## src/rtl/oscc_pkg.sv

```systemverilog
// Shared constants and types of the oscillator control block
package oscc_pkg;

  // ************************************************************
  // Register bus and map
  // ************************************************************
  localparam int          ADDR_W         = 12;
  localparam int          DATA_W         = 8;
  localparam logic [11:0] OFS_PRIMARY    = 12'hF86;
  localparam logic [11:0] OFS_SECONDARY  = 12'hF87;
  localparam logic [11:0] OFS_IRQ_STATUS = 12'hF88;
  localparam logic [11:0] OFS_IRQ_CLEAR  = 12'hF89;
  localparam logic [11:0] OFS_IRQ_ENABLE = 12'hF8A;

  // ************************************************************
  // Unlock key and reset values
  // ************************************************************
  localparam logic [7:0] KEY_FIRST   = 8'hE7;
  localparam logic [7:0] KEY_SECOND  = 8'h18;
  localparam logic [7:0] PRI_RESET   = 8'hA0;
  localparam logic [7:0] SEC_RESET   = 8'h20;
  localparam logic [7:0] DATA_ZERO   = 8'h00;

  // ************************************************************
  // Field positions
  // ************************************************************
  localparam int SEC_EN_BIT   = 7;
  localparam int SEC_RDY_BIT  = 6;
  localparam int SEC_RSV_HI   = 5;
  localparam int SEC_RSV_LO   = 3;
  localparam int SEL_HI       = 2;
  localparam int SEL_LO       = 0;
  localparam int PRI_IPO_BIT  = 7;
  localparam int PRI_XTAL_BIT = 6;
  localparam int PRI_WDT_BIT  = 5;

  // ************************************************************
  // System clock select codes
  // ************************************************************
  localparam logic [2:0] SCK_IPO  = 3'h0;
  localparam logic [2:0] SCK_XTAL = 3'h2;
  localparam logic [2:0] SCK_WDT  = 3'h3;
  localparam logic [2:0] SCK_EXT  = 3'h4;

  // ************************************************************
  // Interrupt events
  // ************************************************************
  localparam int IRQ_W         = 4;
  localparam int EV_RDY_RISE   = 0;
  localparam int EV_RDY_FALL   = 1;
  localparam int EV_LOCKED     = 2;
  localparam int EV_KEY_BROKEN = 3;

  // ************************************************************
  // Precision oscillator frequencies in Hz
  // ************************************************************
  localparam logic [23:0] IPO_BASE_HZ = 24'hA8_C000;
  localparam logic [23:0] IPO_LOW6_HZ = 24'h01_5180;
  localparam logic [23:0] IPO_LOW7_HZ = 24'h00_A8C0;
  localparam logic [2:0]  IPO_CODE6   = 3'h6;
  localparam logic [2:0]  IPO_CODE7   = 3'h7;

  typedef enum logic [1:0] {
    KEY_LOCKED = 2'b00,
    KEY_HALF   = 2'b01,
    KEY_OPEN   = 2'b10
  } oscc_key_state_t;

  typedef enum logic [1:0] {
    MODE_MEDIUM  = 2'b00,
    MODE_MAXIMUM = 2'b01,
    MODE_RC_EXT  = 2'b10
  } oscc_main_mode_t;

  function automatic logic [23:0] oscc_ipo_hz(input logic [2:0] sel);
    logic [23:0] hz;
    hz = IPO_BASE_HZ >> sel;
    if (sel == IPO_CODE6) begin
      hz = IPO_LOW6_HZ;
    end else if (sel == IPO_CODE7) begin
      hz = IPO_LOW7_HZ;
    end
    return hz;
  endfunction

endpackage

```

## src/rtl/oscc_control.sv

```systemverilog
// Oscillator control registers, key locking and clock routing
//
// The address-and-strobe port was left to the implementer.
`timescale 1ns/1ps
// Overview of operation
// - Two writes E7 then 18 to a register unlock it for one write.
// - After one accepted configuration write the register locks again.
// - Secondary control bit 7 enables the 32 kHz slow oscillator.
// - Bit 6 reads one only while the slow oscillator is stable and running.
// - Bits 2 to 0 pick precision oscillator frequency, halving per code; code 6 is a quarter of code 5.
// - During reset the crystal enable is the inverse of the crystal disable option.
// - No divider: system clock is the source, timer clock the slow input.
// - The slow oscillator clocks only the timers.
// - Main oscillator mode comes from option bits: medium, maximum, RC.
// - Slow oscillator mode is crystal or external clock, never RC.
// - Primary select code 010 makes the crystal the system clock.
// - Primary bit 6 enables the crystal and owns the crystal pins.
module oscc_control
  import oscc_pkg::*;
(
  input  wire logic                     clock_i,
  input  wire logic                     resetn_i,
  input  wire logic                     ce_i,
  input  wire logic [oscc_pkg::ADDR_W-1:0] addr_i,
  input  wire logic [oscc_pkg::DATA_W-1:0] wr_data_i,
  input  wire logic                     wr_i,
  input  wire logic                     rd_i,
  output logic [oscc_pkg::DATA_W-1:0]   rd_data_o,
  output logic                          irq_o,
  input  wire logic                     crystal_disable_option_i,
  input  wire logic [1:0]               main_mode_option_i,
  input  wire logic                     slow_mode_option_i,
  input  wire logic                     slow_osc_stable_i,
  input  wire logic                     slow_osc_input_i,
  input  wire logic                     ipo_clock_i,
  input  wire logic                     crystal_clock_i,
  input  wire logic                     wdt_clock_i,
  input  wire logic                     ext_clock_i,
  output logic                          slow_osc_enable_o,
  output logic                          slow_osc_ready_o,
  output logic [2:0]                    rc_frequency_select_o,
  output logic [23:0]                   rc_frequency_hz_o,
  output logic                          ipo_enable_o,
  output logic                          wdt_osc_enable_o,
  output logic                          crystal_enable_o,
  output logic                          crystal_pins_owned_o,
  output logic [2:0]                    system_clock_select_o,
  output logic                          system_clock_o,
  output logic                          timer_clock_o,
  output oscc_pkg::oscc_main_mode_t     main_osc_mode_o,
  output logic                          slow_osc_ext_clock_o
);
  import oscc_pkg::*;

  typedef struct packed {
    logic                  booted;
    logic [7:0]            primary;
    logic [7:0]            secondary;
    logic [23:0]           ipo_hz;
    logic [IRQ_W-1:0]      status;
    logic [IRQ_W-1:0]      enable;
    logic                  rdy_prev;
    logic [7:0]            rdata;
    oscc_main_mode_t       main_mode;
    logic                  slow_ext;
  } oscc_ctl_state_t;

  oscc_ctl_state_t  state_r;
  oscc_ctl_state_t  state_nxt;

  logic             pri_wr;
  logic             sec_wr;
  logic             pri_accept;
  logic             sec_accept;
  logic             pri_ignored;
  logic             sec_ignored;
  logic             pri_broken;
  logic             sec_broken;
  logic             pri_unlocked;
  logic             sec_unlocked;
  logic             stable_sync;
  logic             ready;
  logic             clr_wr;
  logic [IRQ_W-1:0] events;
  logic [IRQ_W-1:0] clear_mask;
  logic [IRQ_W-1:0] status_next;
  logic [7:0]       sec_view;

  // ************************************************************
  // Register decode and key locks
  // ************************************************************
  assign pri_wr = wr_i && addr_i == OFS_PRIMARY;
  assign sec_wr = wr_i && addr_i == OFS_SECONDARY;
  assign clr_wr = wr_i && ce_i && addr_i == OFS_IRQ_CLEAR;

  oscc_key_lock u_pri_lock (
    .clock_i    (clock_i),
    .resetn_i   (resetn_i),
    .ce_i       (ce_i),
    .write_i    (pri_wr),
    .data_i     (wr_data_i),
    .accept_o   (pri_accept),
    .ignored_o  (pri_ignored),
    .broken_o   (pri_broken),
    .unlocked_o (pri_unlocked)
  );

  oscc_key_lock u_sec_lock (
    .clock_i    (clock_i),
    .resetn_i   (resetn_i),
    .ce_i       (ce_i),
    .write_i    (sec_wr),
    .data_i     (wr_data_i),
    .accept_o   (sec_accept),
    .ignored_o  (sec_ignored),
    .broken_o   (sec_broken),
    .unlocked_o (sec_unlocked)
  );

  // ************************************************************
  // Ready flag
  // ************************************************************
  // Analog stable flag is asynchronous to the system clock
  oscc_sync2 u_stable_sync (
    .clock_i  (clock_i),
    .resetn_i (resetn_i),
    .ce_i     (ce_i),
    .async_i  (slow_osc_stable_i),
    .sync_o   (stable_sync)
  );

  // Not running while disabled, whatever the analog flag says
  assign ready = stable_sync & state_r.secondary[SEC_EN_BIT];

  // ************************************************************
  // Interrupt status, set wins over clear
  // ************************************************************
  always_comb begin
    events                = '0;
    events[EV_RDY_RISE]   = ready & ~state_r.rdy_prev;
    events[EV_RDY_FALL]   = ~ready & state_r.rdy_prev;
    events[EV_LOCKED]     = pri_ignored | sec_ignored;
    events[EV_KEY_BROKEN] = pri_broken | sec_broken;
  end

  assign clear_mask = clr_wr ? wr_data_i[IRQ_W-1:0] : '0;

  genvar gi;
  generate
    for (gi = 0; gi < IRQ_W; gi++) begin : g_status
      assign status_next[gi] = events[gi] | (state_r.status[gi] & ~clear_mask[gi]);
    end
  endgenerate

  // ************************************************************
  // Read view of the secondary register
  // ************************************************************
  always_comb begin
    sec_view              = state_r.secondary;
    sec_view[SEC_RDY_BIT] = ready;
  end

  // ************************************************************
  // Next state
  // ************************************************************
  always_comb begin
    state_nxt = state_r;
    if (ce_i) begin
      state_nxt.rdy_prev = ready;
      state_nxt.status   = status_next;
      // Option bits are caught once, on the first clock-enabled edge after release
      if (!state_r.booted) begin
        state_nxt.booted                = 1'b1;
        state_nxt.primary[PRI_XTAL_BIT] = ~crystal_disable_option_i;
        state_nxt.slow_ext              = slow_mode_option_i;
        case (main_mode_option_i)
          2'b00:   state_nxt.main_mode = MODE_MEDIUM;
          2'b01:   state_nxt.main_mode = MODE_MAXIMUM;
          default: state_nxt.main_mode = MODE_RC_EXT;
        endcase
      end
      if (pri_accept) begin
        state_nxt.primary = wr_data_i;
      end
      if (sec_accept) begin
        // Ready bit is not stored; reserved bits keep what was written
        state_nxt.secondary              = wr_data_i;
        state_nxt.secondary[SEC_RDY_BIT] = 1'b0;
        state_nxt.ipo_hz                 = oscc_ipo_hz(wr_data_i[SEL_HI:SEL_LO]);
      end
      if (wr_i && addr_i == OFS_IRQ_ENABLE) begin
        state_nxt.enable = wr_data_i[IRQ_W-1:0];
      end
      if (rd_i) begin
        case (addr_i)
          OFS_PRIMARY:    state_nxt.rdata = state_r.primary;
          OFS_SECONDARY:  state_nxt.rdata = sec_view;
          OFS_IRQ_STATUS: state_nxt.rdata = {{(DATA_W-IRQ_W){1'b0}}, state_r.status};
          OFS_IRQ_ENABLE: state_nxt.rdata = {{(DATA_W-IRQ_W){1'b0}}, state_r.enable};
          default:        state_nxt.rdata = DATA_ZERO;
        endcase
      end
    end
  end

  always_ff @(posedge clock_i or negedge resetn_i) begin
    if (!resetn_i) begin
      state_r.booted    <= 1'b0;
      state_r.primary   <= PRI_RESET;
      state_r.secondary <= SEC_RESET;
      state_r.ipo_hz    <= IPO_BASE_HZ;
      state_r.status    <= '0;
      state_r.enable    <= '0;
      state_r.rdy_prev  <= 1'b0;
      state_r.rdata     <= DATA_ZERO;
      state_r.main_mode <= MODE_MEDIUM;
      state_r.slow_ext  <= 1'b0;
    end else begin
      state_r <= state_nxt;
    end
  end

  // ************************************************************
  // Outputs and clock routing
  // ************************************************************
  assign rd_data_o             = state_r.rdata;
  assign irq_o                 = |(state_r.status & state_r.enable);
  assign slow_osc_enable_o     = state_r.secondary[SEC_EN_BIT];
  assign slow_osc_ready_o      = ready;
  assign rc_frequency_select_o = state_r.secondary[SEL_HI:SEL_LO];
  assign rc_frequency_hz_o     = state_r.ipo_hz;
  assign ipo_enable_o          = state_r.primary[PRI_IPO_BIT];
  assign wdt_osc_enable_o      = state_r.primary[PRI_WDT_BIT];
  assign system_clock_select_o = state_r.primary[SEL_HI:SEL_LO];
  assign main_osc_mode_o       = state_r.main_mode;
  assign slow_osc_ext_clock_o  = state_r.slow_ext;

  // Option straps drive the crystal while reset holds the registers
  assign crystal_enable_o     = state_r.booted ? state_r.primary[PRI_XTAL_BIT]
                                               : ~crystal_disable_option_i;
  assign crystal_pins_owned_o = crystal_enable_o;

  // Plain mux, no divider; switch only between settled sources
  always_comb begin
    case (system_clock_select_o)
      SCK_XTAL: system_clock_o = crystal_clock_i;
      SCK_WDT:  system_clock_o = wdt_clock_i;
      SCK_EXT:  system_clock_o = ext_clock_i;
      default:  system_clock_o = ipo_clock_i;
    endcase
  end

  // Slow source feeds the timer clock alone, undivided
  assign timer_clock_o = slow_osc_input_i & slow_osc_enable_o;

  // ************************************************************
  // Checks
  // ************************************************************
  a_locked_write_ignored: assert property (
    @(posedge clock_i) disable iff (!resetn_i)
    (ce_i && sec_wr && !sec_unlocked) |=> $stable(state_r.secondary))
    else $error("locked secondary register changed");

  a_enable_follows_write: assert property (
    @(posedge clock_i) disable iff (!resetn_i)
    sec_accept |=> (slow_osc_enable_o == $past(wr_data_i[SEC_EN_BIT])))
    else $error("slow oscillator enable did not follow write");

  a_ready_needs_enable: assert property (
    @(posedge clock_i) disable iff (!resetn_i)
    !slow_osc_enable_o |-> !slow_osc_ready_o)
    else $error("ready shown while slow oscillator disabled");

  a_ready_tracks_stable: assert property (
    @(posedge clock_i) disable iff (!resetn_i)
    (ce_i && slow_osc_enable_o && slow_osc_stable_i)[*3] |-> slow_osc_ready_o)
    else $error("ready flag missed a stable oscillator");

  a_freq_code_decode: assert property (
    @(posedge clock_i) disable iff (!resetn_i)
    sec_accept |=> (rc_frequency_hz_o == oscc_ipo_hz($past(wr_data_i[SEL_HI:SEL_LO]))))
    else $error("precision oscillator frequency wrong");

  a_crystal_reset_option: assert property (
    @(posedge clock_i) disable iff (!resetn_i)
    (ce_i && !state_r.booted) |=> (crystal_enable_o == $past(!crystal_disable_option_i)))
    else $error("crystal enable lost the option at boot");

  a_irq_set_wins: assert property (
    @(posedge clock_i) disable iff (!resetn_i)
    (ce_i && events[EV_LOCKED]) |=> state_r.status[EV_LOCKED])
    else $error("locked-write event lost");

  a_primary_locked: assert property (
    @(posedge clock_i) disable iff (!resetn_i)
    (ce_i && pri_wr && !pri_unlocked && state_r.booted) |=> $stable(state_r.primary))
    else $error("locked primary register changed");

  a_primary_relock: assert property (
    @(posedge clock_i) disable iff (!resetn_i)
    pri_accept |=> !pri_unlocked)
    else $error("primary register stayed unlocked after a write");

  a_select_follows_write: assert property (
    @(posedge clock_i) disable iff (!resetn_i)
    pri_accept |=> (system_clock_select_o == $past(wr_data_i[SEL_HI:SEL_LO])))
    else $error("system clock select did not follow write");

  a_pins_follow_write: assert property (
    @(posedge clock_i) disable iff (!resetn_i)
    pri_accept |=> (crystal_pins_owned_o == $past(wr_data_i[PRI_XTAL_BIT])))
    else $error("crystal pin ownership did not follow write");

  a_ready_not_stored: assert property (
    @(posedge clock_i) disable iff (!resetn_i)
    sec_accept |=> !state_r.secondary[SEC_RDY_BIT])
    else $error("written ready bit was stored");

  a_ready_bit_read: assert property (
    @(posedge clock_i) disable iff (!resetn_i)
    (ce_i && rd_i && addr_i == OFS_SECONDARY) |=> (rd_data_o[SEC_RDY_BIT] == $past(slow_osc_ready_o)))
    else $error("ready bit read back wrong");

  a_slow_mode_capture: assert property (
    @(posedge clock_i) disable iff (!resetn_i)
    (ce_i && !state_r.booted) |=> (slow_osc_ext_clock_o == $past(slow_mode_option_i)))
    else $error("slow oscillator mode not taken at boot");

  a_freq_held: assert property (
    @(posedge clock_i) disable iff (!resetn_i)
    !sec_accept |=> $stable(rc_frequency_hz_o))
    else $error("precision oscillator frequency changed without a write");

  a_broken_event_kept: assert property (
    @(posedge clock_i) disable iff (!resetn_i)
    (ce_i && events[EV_KEY_BROKEN]) |=> state_r.status[EV_KEY_BROKEN])
    else $error("broken-key event lost");

endmodule

```

## src/rtl/oscc_key_lock.sv

```systemverilog
// Two-byte unlock key detector guarding one register
`timescale 1ns/1ps
module oscc_key_lock
  import oscc_pkg::*;
(
  input  wire logic       clock_i,
  input  wire logic       resetn_i,
  input  wire logic       ce_i,
  input  wire logic       write_i,
  input  wire logic [7:0] data_i,
  output logic            accept_o,
  output logic            ignored_o,
  output logic            broken_o,
  output logic            unlocked_o
);
  typedef struct packed {
    oscc_key_state_t st;
  } oscc_lock_state_t;

  oscc_lock_state_t state_r;
  oscc_lock_state_t state_nxt;
  logic             wr;

  assign wr = write_i & ce_i;

  // ************************************************************
  // Key sequencer
  // ************************************************************
  always_comb begin
    state_nxt = state_r;
    accept_o  = 1'b0;
    ignored_o = 1'b0;
    broken_o  = 1'b0;
    case (state_r.st)
      KEY_LOCKED: begin
        if (wr && data_i == KEY_FIRST) begin
          state_nxt.st = KEY_HALF;
        end else if (wr) begin
          ignored_o = 1'b1;
        end
      end
      KEY_HALF: begin
        if (wr && data_i == KEY_SECOND) begin
          state_nxt.st = KEY_OPEN;
        end else if (wr) begin
          broken_o     = 1'b1;
          // A fresh first byte restarts the key at once
          state_nxt.st = (data_i == KEY_FIRST) ? KEY_HALF : KEY_LOCKED;
        end
      end
      KEY_OPEN: begin
        if (wr) begin
          accept_o     = 1'b1;
          state_nxt.st = KEY_LOCKED;
        end
      end
      default: begin
        state_nxt.st = KEY_LOCKED;
      end
    endcase
  end

  always_ff @(posedge clock_i or negedge resetn_i) begin
    if (!resetn_i) begin
      state_r.st <= KEY_LOCKED;
    end else begin
      state_r <= state_nxt;
    end
  end

  assign unlocked_o = (state_r.st == KEY_OPEN);

  a_key_second_opens: assert property (
    @(posedge clock_i) disable iff (!resetn_i)
    (wr && state_r.st == KEY_HALF && data_i == KEY_SECOND) |=> unlocked_o)
    else $error("second key byte did not unlock");

  a_relock_after_write: assert property (
    @(posedge clock_i) disable iff (!resetn_i)
    accept_o |=> !unlocked_o)
    else $error("register stayed unlocked after a write");

endmodule

```

## src/rtl/oscc_sync2.sv

```systemverilog
// Two-stage level synchroniser with clock enable
`timescale 1ns/1ps
module oscc_sync2 (
  input  wire logic clock_i,
  input  wire logic resetn_i,
  input  wire logic ce_i,
  input  wire logic async_i,
  output logic      sync_o
);
  typedef struct packed {
    logic meta;
    logic sync;
  } oscc_sync_state_t;

  oscc_sync_state_t state_r;
  oscc_sync_state_t state_nxt;

  // ************************************************************
  // Only the second stage is visible outside
  // ************************************************************
  always_comb begin
    state_nxt = state_r;
    if (ce_i) begin
      state_nxt.meta = async_i;
      state_nxt.sync = state_r.meta;
    end
  end

  always_ff @(posedge clock_i or negedge resetn_i) begin
    if (!resetn_i) begin
      state_r <= '0;
    end else begin
      state_r <= state_nxt;
    end
  end

  assign sync_o = state_r.sync;

endmodule

```

## config.mk

```make
export PLATFORM = sky130hd
export DESIGN_NAME = oscc_control
export DESIGN_NICKNAME = d
export VERILOG_FILES = /design/src/rtl/oscc_pkg.sv /design/src/rtl/oscc_control.sv /design/src/rtl/oscc_key_lock.sv /design/src/rtl/oscc_sync2.sv
export SDC_FILE = /design/constraint.sdc
export NUM_CORES = 1
export LEC_CHECK = 0
export BUFFER_PORTS_ARGS = -buffer_cell sky130_fd_sc_hd__clkbuf_2
export CELL_PAD_IN_SITES_DETAIL_PLACEMENT = 2
export CELL_PAD_IN_SITES_GLOBAL_PLACEMENT = 2
export CORE_ASPECT_RATIO = 0.8
export CORE_MARGIN = 1.5
export CORE_UTILIZATION = 36
export CTS_CLUSTER_DIAMETER = 60
export DETAILED_ROUTE_END_ITERATION = 12
export PLACE_DENSITY = 0.85
export SLEW_MARGIN = 40
export SYNTH_ARGS = -nofsm -noshare
export SYNTH_HDL_FRONTEND = slang
export SYNTH_HIERARCHICAL = 1
export SYNTH_SLANG_ARGS = --single-unit
export TNS_END_PERCENT = 20
```

## constraint.sdc

```tcl
create_clock -name clock_i -period 3.7 [get_ports clock_i]
set_input_delay 0.185 -clock clock_i [delete_from_list [all_inputs] [get_ports clock_i]]
set_output_delay 0.185 -clock clock_i [all_outputs]
set_load 0.05 [all_outputs]
```

---- Word level (Yosys, flattened, before mapping) ----
Index checks and enable logic that the tools add are counted.
word-level totals
  flip-flop bits (word level) ............. 66
  bits of input ports ..................... 35
  output and inout port bits .............. 50
  word-level logic and storage cells ...... 115
cells by class
  equal/unequal tests ..................... 23
  shifts and indexed selects .............. 1
  multiplexer cells ....................... 31
  bitwise logic cells ..................... 25
  reductions and logical operators ........ 20
operators with widths
  kind                   number
  $eq 12x12->1 const B   5
  $mux 24                2
  $pmux 8 s4             1
  $shr 24x3->24 const A  1
  $mux 2                 8
  $mux 1                 14
  $pmux 2 s3             2
  $and 1x1->1            10
  $reduce_and 2->1       5
  $eq 3x3->1 const B     3
  $logic_and 1x1->1      9
  $eq 8x5->1 const B     1
  $eq 8x8->1 const B     1
  $ne 2x1->1 const B     4
  $not 1->1              8
  $mux 7                 1
  $eq 2x1->1 const B     3
  $eq 3x2->1 const B     2
  $logic_not 2->1        3
  $ne 3x1->1 const B     2
  $or 1x1->1             6
  $reduce_and 3->1       2
  $and 4x4->4            1
  $eq 2x2->1 const B     2
  other kinds (4)        4

---- Longest topological paths before layout ----
  depth after elaboration ................. 8
  gate-level depth with buffers ........... 9
  depth with buffers taken out ............ 7

---- Cells and area by module ----
Netlist, hierarchy kept.
by module, submodules not included
  module         instances  cells an instance  area an instance (sq um)  sequential area each (sq um)
  oscc_control   1          279                2,899.0                   1,361.3
  oscc_key_lock  2          16                 171.4                     50.0
  oscc_sync2     1          4                  72.6                      50.0

---- Worst setup path before layout ----
Ideal clock, no wire load.
  path type ............................... input -> register
  start point ............................. input port addr_i[11] (netlist bit)
  end point ............................... register state_r (netlist bit rc_frequency_hz_o[11])
  setup time .............................. 0.064 ns
  arrival time ............................ 1.922 ns
  required time ........................... 3.636 ns
  slack ................................... 1.714 ns
  cell stages on the path ................. 8
  buffers on the path ..................... 1
  cells stage by stage .................... nand4_2 or3_4 nor3_1 and3_1 nand2_1 clkbuf_1 a211oi_1 a21o_1
between the ends
  cells in the longest elaborated chain, start to end .. 6
ends and longest elaborated chain
  what                               line                 source
  from (decl)                        oscc_control.sv:24   input wire logic [oscc_pkg::ADDR_W-1:0] addr_i,
  $eq 12x12->1                       oscc_control.sv:93   assign sec_wr = wr_i && addr_i == OFS_SECONDARY;
  $logic_and 1x1->1                  oscc_control.sv:93
  via sec_wr                         oscc_control.sv:72   logic sec_wr;
  $and 1x1->1                        oscc_key_lock.sv:24  assign wr = write_i & ce_i;
  $mux 1                             oscc_key_lock.sv:52  if (wr) begin
  $mux 1                             oscc_key_lock.sv:34  case (state_r.st)
  via sec_accept                     oscc_control.sv:74   logic sec_accept;
  $reduce_and 2->1 (no source line)  -
  to (signal assigned)               oscc_control.sv:219  state_r <= state_nxt;
  to (decl)                          oscc_control.sv:68   oscc_ctl_state_t state_r;
The timed path passes the listed nets, and every way through them passes these cells.
A chain may end at the register's enable or synchronous reset.

---- Worst setup path after layout ----
  start point ............................. input port addr_i[10] (netlist bit)
  end point ............................... register state_r (netlist bit system_clock_select_o[1])
between the ends
  cells in the longest elaborated chain, start to end .. 6
ends and longest elaborated chain
  what                               line                 source
  $eq 12x12->1                       oscc_control.sv:92   assign pri_wr = wr_i && addr_i == OFS_PRIMARY;
  $logic_and 1x1->1                  oscc_control.sv:92
  via pri_wr                         oscc_control.sv:71   logic pri_wr;
  $and 1x1->1                        oscc_key_lock.sv:24
  $mux 1                             oscc_key_lock.sv:52
  $mux 1                             oscc_key_lock.sv:34
  via pri_accept                     oscc_control.sv:73   logic pri_accept;
  $reduce_and 2->1 (no source line)  -
The timed path passes the listed nets, and every way through them passes these cells.

==> metrics.cfg <==
[floorplan]
rows=31
dieArea_sq_um=9795
core-area_sq_um=8999
start_util=0.3683
fp.dieH_microns=88.82
pin_count=85
fp.dieW_microns=110.3

[sta]
max_slew_margin=0.6160
tightestPinTransition_ns=0.5760
fmax_mhz=476.5
period_minus_slack_ns=2.098
setup_violations=0
slew_violations=0
fin_tns_setup_ns=0
post-route-period-util=0.5672
finClkSkew_ns=0.01235
hold_viol_final=0
rsz0062_at_grt=no

[worst_setup_path]
required_ns=3.92
rr_worst_depth=5
cp_max_fo=10
endpoint=system_clock_select_o[1]
startpoint=addr_i[10]
cp_top_family=simple AND/OR/NAND/NOR gates
crit_slowest_cell=or3_4
cpPeakStageDelay_ns=0.46
reg2reg_slack_ns=1.88
path_cells=clkbuf_2 -> nand4_2 -> or3_4 -> nor3_1 -> and3_1 -> nand2_1 -> o21ai_0
endpoint_kind=register
r2r-end=slow_osc_enable_o
cp-start-kind=input pin
arrival_ns=2.32
path_buf_inv=1
critical_path_class=in -> reg
r2r-start=u_sec_lock/state_r[1]
cp_num_cells=7

[layout]
final_common_cell=clkbuf_2
layout-drive-gt1-share=0.3597
postLayoutCellArea_sq_um=3834
fin_nets=401
area_growth_pct=15.67
final.fill_count=958
diodes=0
final_cell_mix=clkbuf_2, dfrtp_1, nand2_1

[pwr]
pwr-share-seq=0.394
intPower_mw=1.267
pwr_density_cell_nw_per_um2=445.1
total_power_mw=1.706
ir_drop_mv=0.2453
p_sw_mw=0.4392
p_leak_nw=1.912
clkPwrFrac=0.510
power_frac_comb=0.096
swShare=0.2574

[logic_synthesis]
synth.area.top_cells=dfrtp_1, buf_4, dfstp_2, nand2_1, mux2_2
ys_warn_count=6
synthCells=315
yosysUniqueCellTypes=44
ys_async_sr_fraction=1.000
synth_top_area_cell=dfrtp_1
yosysSeqAreaShare=0.4560
synth_area_per_cell_sq_um=10.52
synth_top_area_share=0.3926
synth_ff_type=dfrtp_1
synth-seq-cells=60
synth-edff-count=0
synthesis.area_sq_um=3314

[job]
drv_cap=0

[clock_network]
clock_path_buffers=2
cts_tree=done
root_buffer=clkbuf_16
clk_latency_ns=0.34
cts_resized=0
numCtsBuffers=9
post_cts_buffers=0
h-tree-depth=3
cts_sinks=60
hold_buffers=1
clkSlewWorstSetupHoldPaths_ns=0.06

[routing]
drtIter0Drc=65
via_count=2609
first_pass_iters=4
drc=0
final_antenna_net_count=0
viasPerCell=5.413
routed_wl_microns=11100
wire_per_inst_microns=23.03

[global_route]
grt_usage=0.2417
grt_max_degree=45
grt_remaining_overflow=0
antenna_found_initial=0
first_global_vias=2890
grt_first_pass_wirelength_microns=16930

[placement]
gp_congestion=0.8588
dpl_cell_area_sq_um=3525
io_buffers=78
dp_hpwl_microns=6824

[hold_path]
hold_class=in -> reg

[outcome]
status=finished, final reports clean

[power groups by stage]
stage	clock, mW	sequential [mW]	combinational, mW
global placement	0	0.682	0.152
floorplan	0	0.686	0.0965
finish	0.870	0.672	0.164
global route	0.917	0.673	0.174
CTS	0.887	0.672	0.164
detailed placement	0	0.683	0.158
[state kept, by name (all words and copies together) (netlist names), 2 cells and up]
name / cells
main_osc_mode_o: 2
rc_frequency_hz_o: 18
rc_frequency_select_o: 3
rd_data_o: 8
sec_view: 3
state_r: 13
system_clock_select_o: 3
u_pri_lock/state_r: 2
u_sec_lock/state_r: 2
[per-layer routing]
layer	part of all wire	global-route usage	routed length, microns
met1	0.41	0.2858	4519
met2	0.53	0.4343	5849
met3	0.044	0.04492	489
met4	0.022	0.09674	243
met5	0	0	0
[how the worst min path moves through the flow]
| stage | start | to | slack (ns) | cells past startpoint |
|---|---|---|---|---|
| finish | slow_mode_option_i | slow_osc_ext_clock_o | 0.08 | 2 |
| global route | slow_mode_option_i | slow_osc_ext_clock_o | 0.09 | 2 |
| CTS | slow_mode_option_i | slow_osc_ext_clock_o | 0.08 | 2 |
| detailed placement | resetn_i | rc_frequency_hz_o[20] | 0.25 | 1 |
| global placement | resetn_i | rc_frequency_hz_o[20] | 0.41 | 1 |
| floorplan | resetn_i | main_osc_mode_o[0] | -0.11 | 0 |
[through the flow]
| stage | hold slack (ns) | util | std cells | worst slack (ns) |
|---|---|---|---|---|
| after global placement | 0.4094 | 0.3914 | 465 | 1.482 |
| after global routing | 0.09054 | 0.4260 | 482 | 1.473 |
| final | 0.08220 | 0.4260 | 482 | 1.602 |
| after detailed placement | 0.2455 | 0.3917 | 465 | 1.302 |
| after floorplan | -0.1106 | - | 320 | 1.714 |
| after CTS | 0.07882 | 0.4260 | 482 | 1.615 |
[cell families (layout without fill, tap and decap cells)]
group / after synthesis / after routing / synth area share
other: 1 / 6 / 0.001131
AND/OR/NAND/NOR: 95 / 95 / 0.1710
multiplexers: 33 / 33 / 0.1110
flip-flops: 60 / 60 / 0.4560
AO/OA/AOI/OAI: 63 / 63 / 0.1268
buffers and inverters: 59 / 106 / 0.1189
adder cells (fa/ha/maj): 4 / 4 / 0.01510
[layout make-up]
type	instances	area (sq um)	share of cell area
tap	115	143.9	0.03753
sequential	60	1511	0.3943
timing repair buffer	81	417.9	0.1090
multi-input combinational	201	1428	0.3724
clock buffer	14	264.0	0.06886
clock inverter	2	35.03	0.009138
inverter	9	33.78	0.008812
[Yosys cell counts (3+ instances only)]
cell type  number
mux2i_1        15
a21boi_0        3
clkbuf_1        6
o21ai_0        30
a32o_1          5
o221ai_1        3
and3_2          3
nor2b_1         5
a22oi_1         5
dfstp_2         8
ha_1            4
inv_1           9
a21oi_1         5
dfrtp_1        52
nor4b_1         4
nand2b_1        5
mux2_2         14
nand2_1        47
and3_1          3
and4b_1         6
nand3_1         3
mux2_4          4
o31ai_1         4
nor2_1          5
buf_4          42
(Power assumes the default switching activity.)
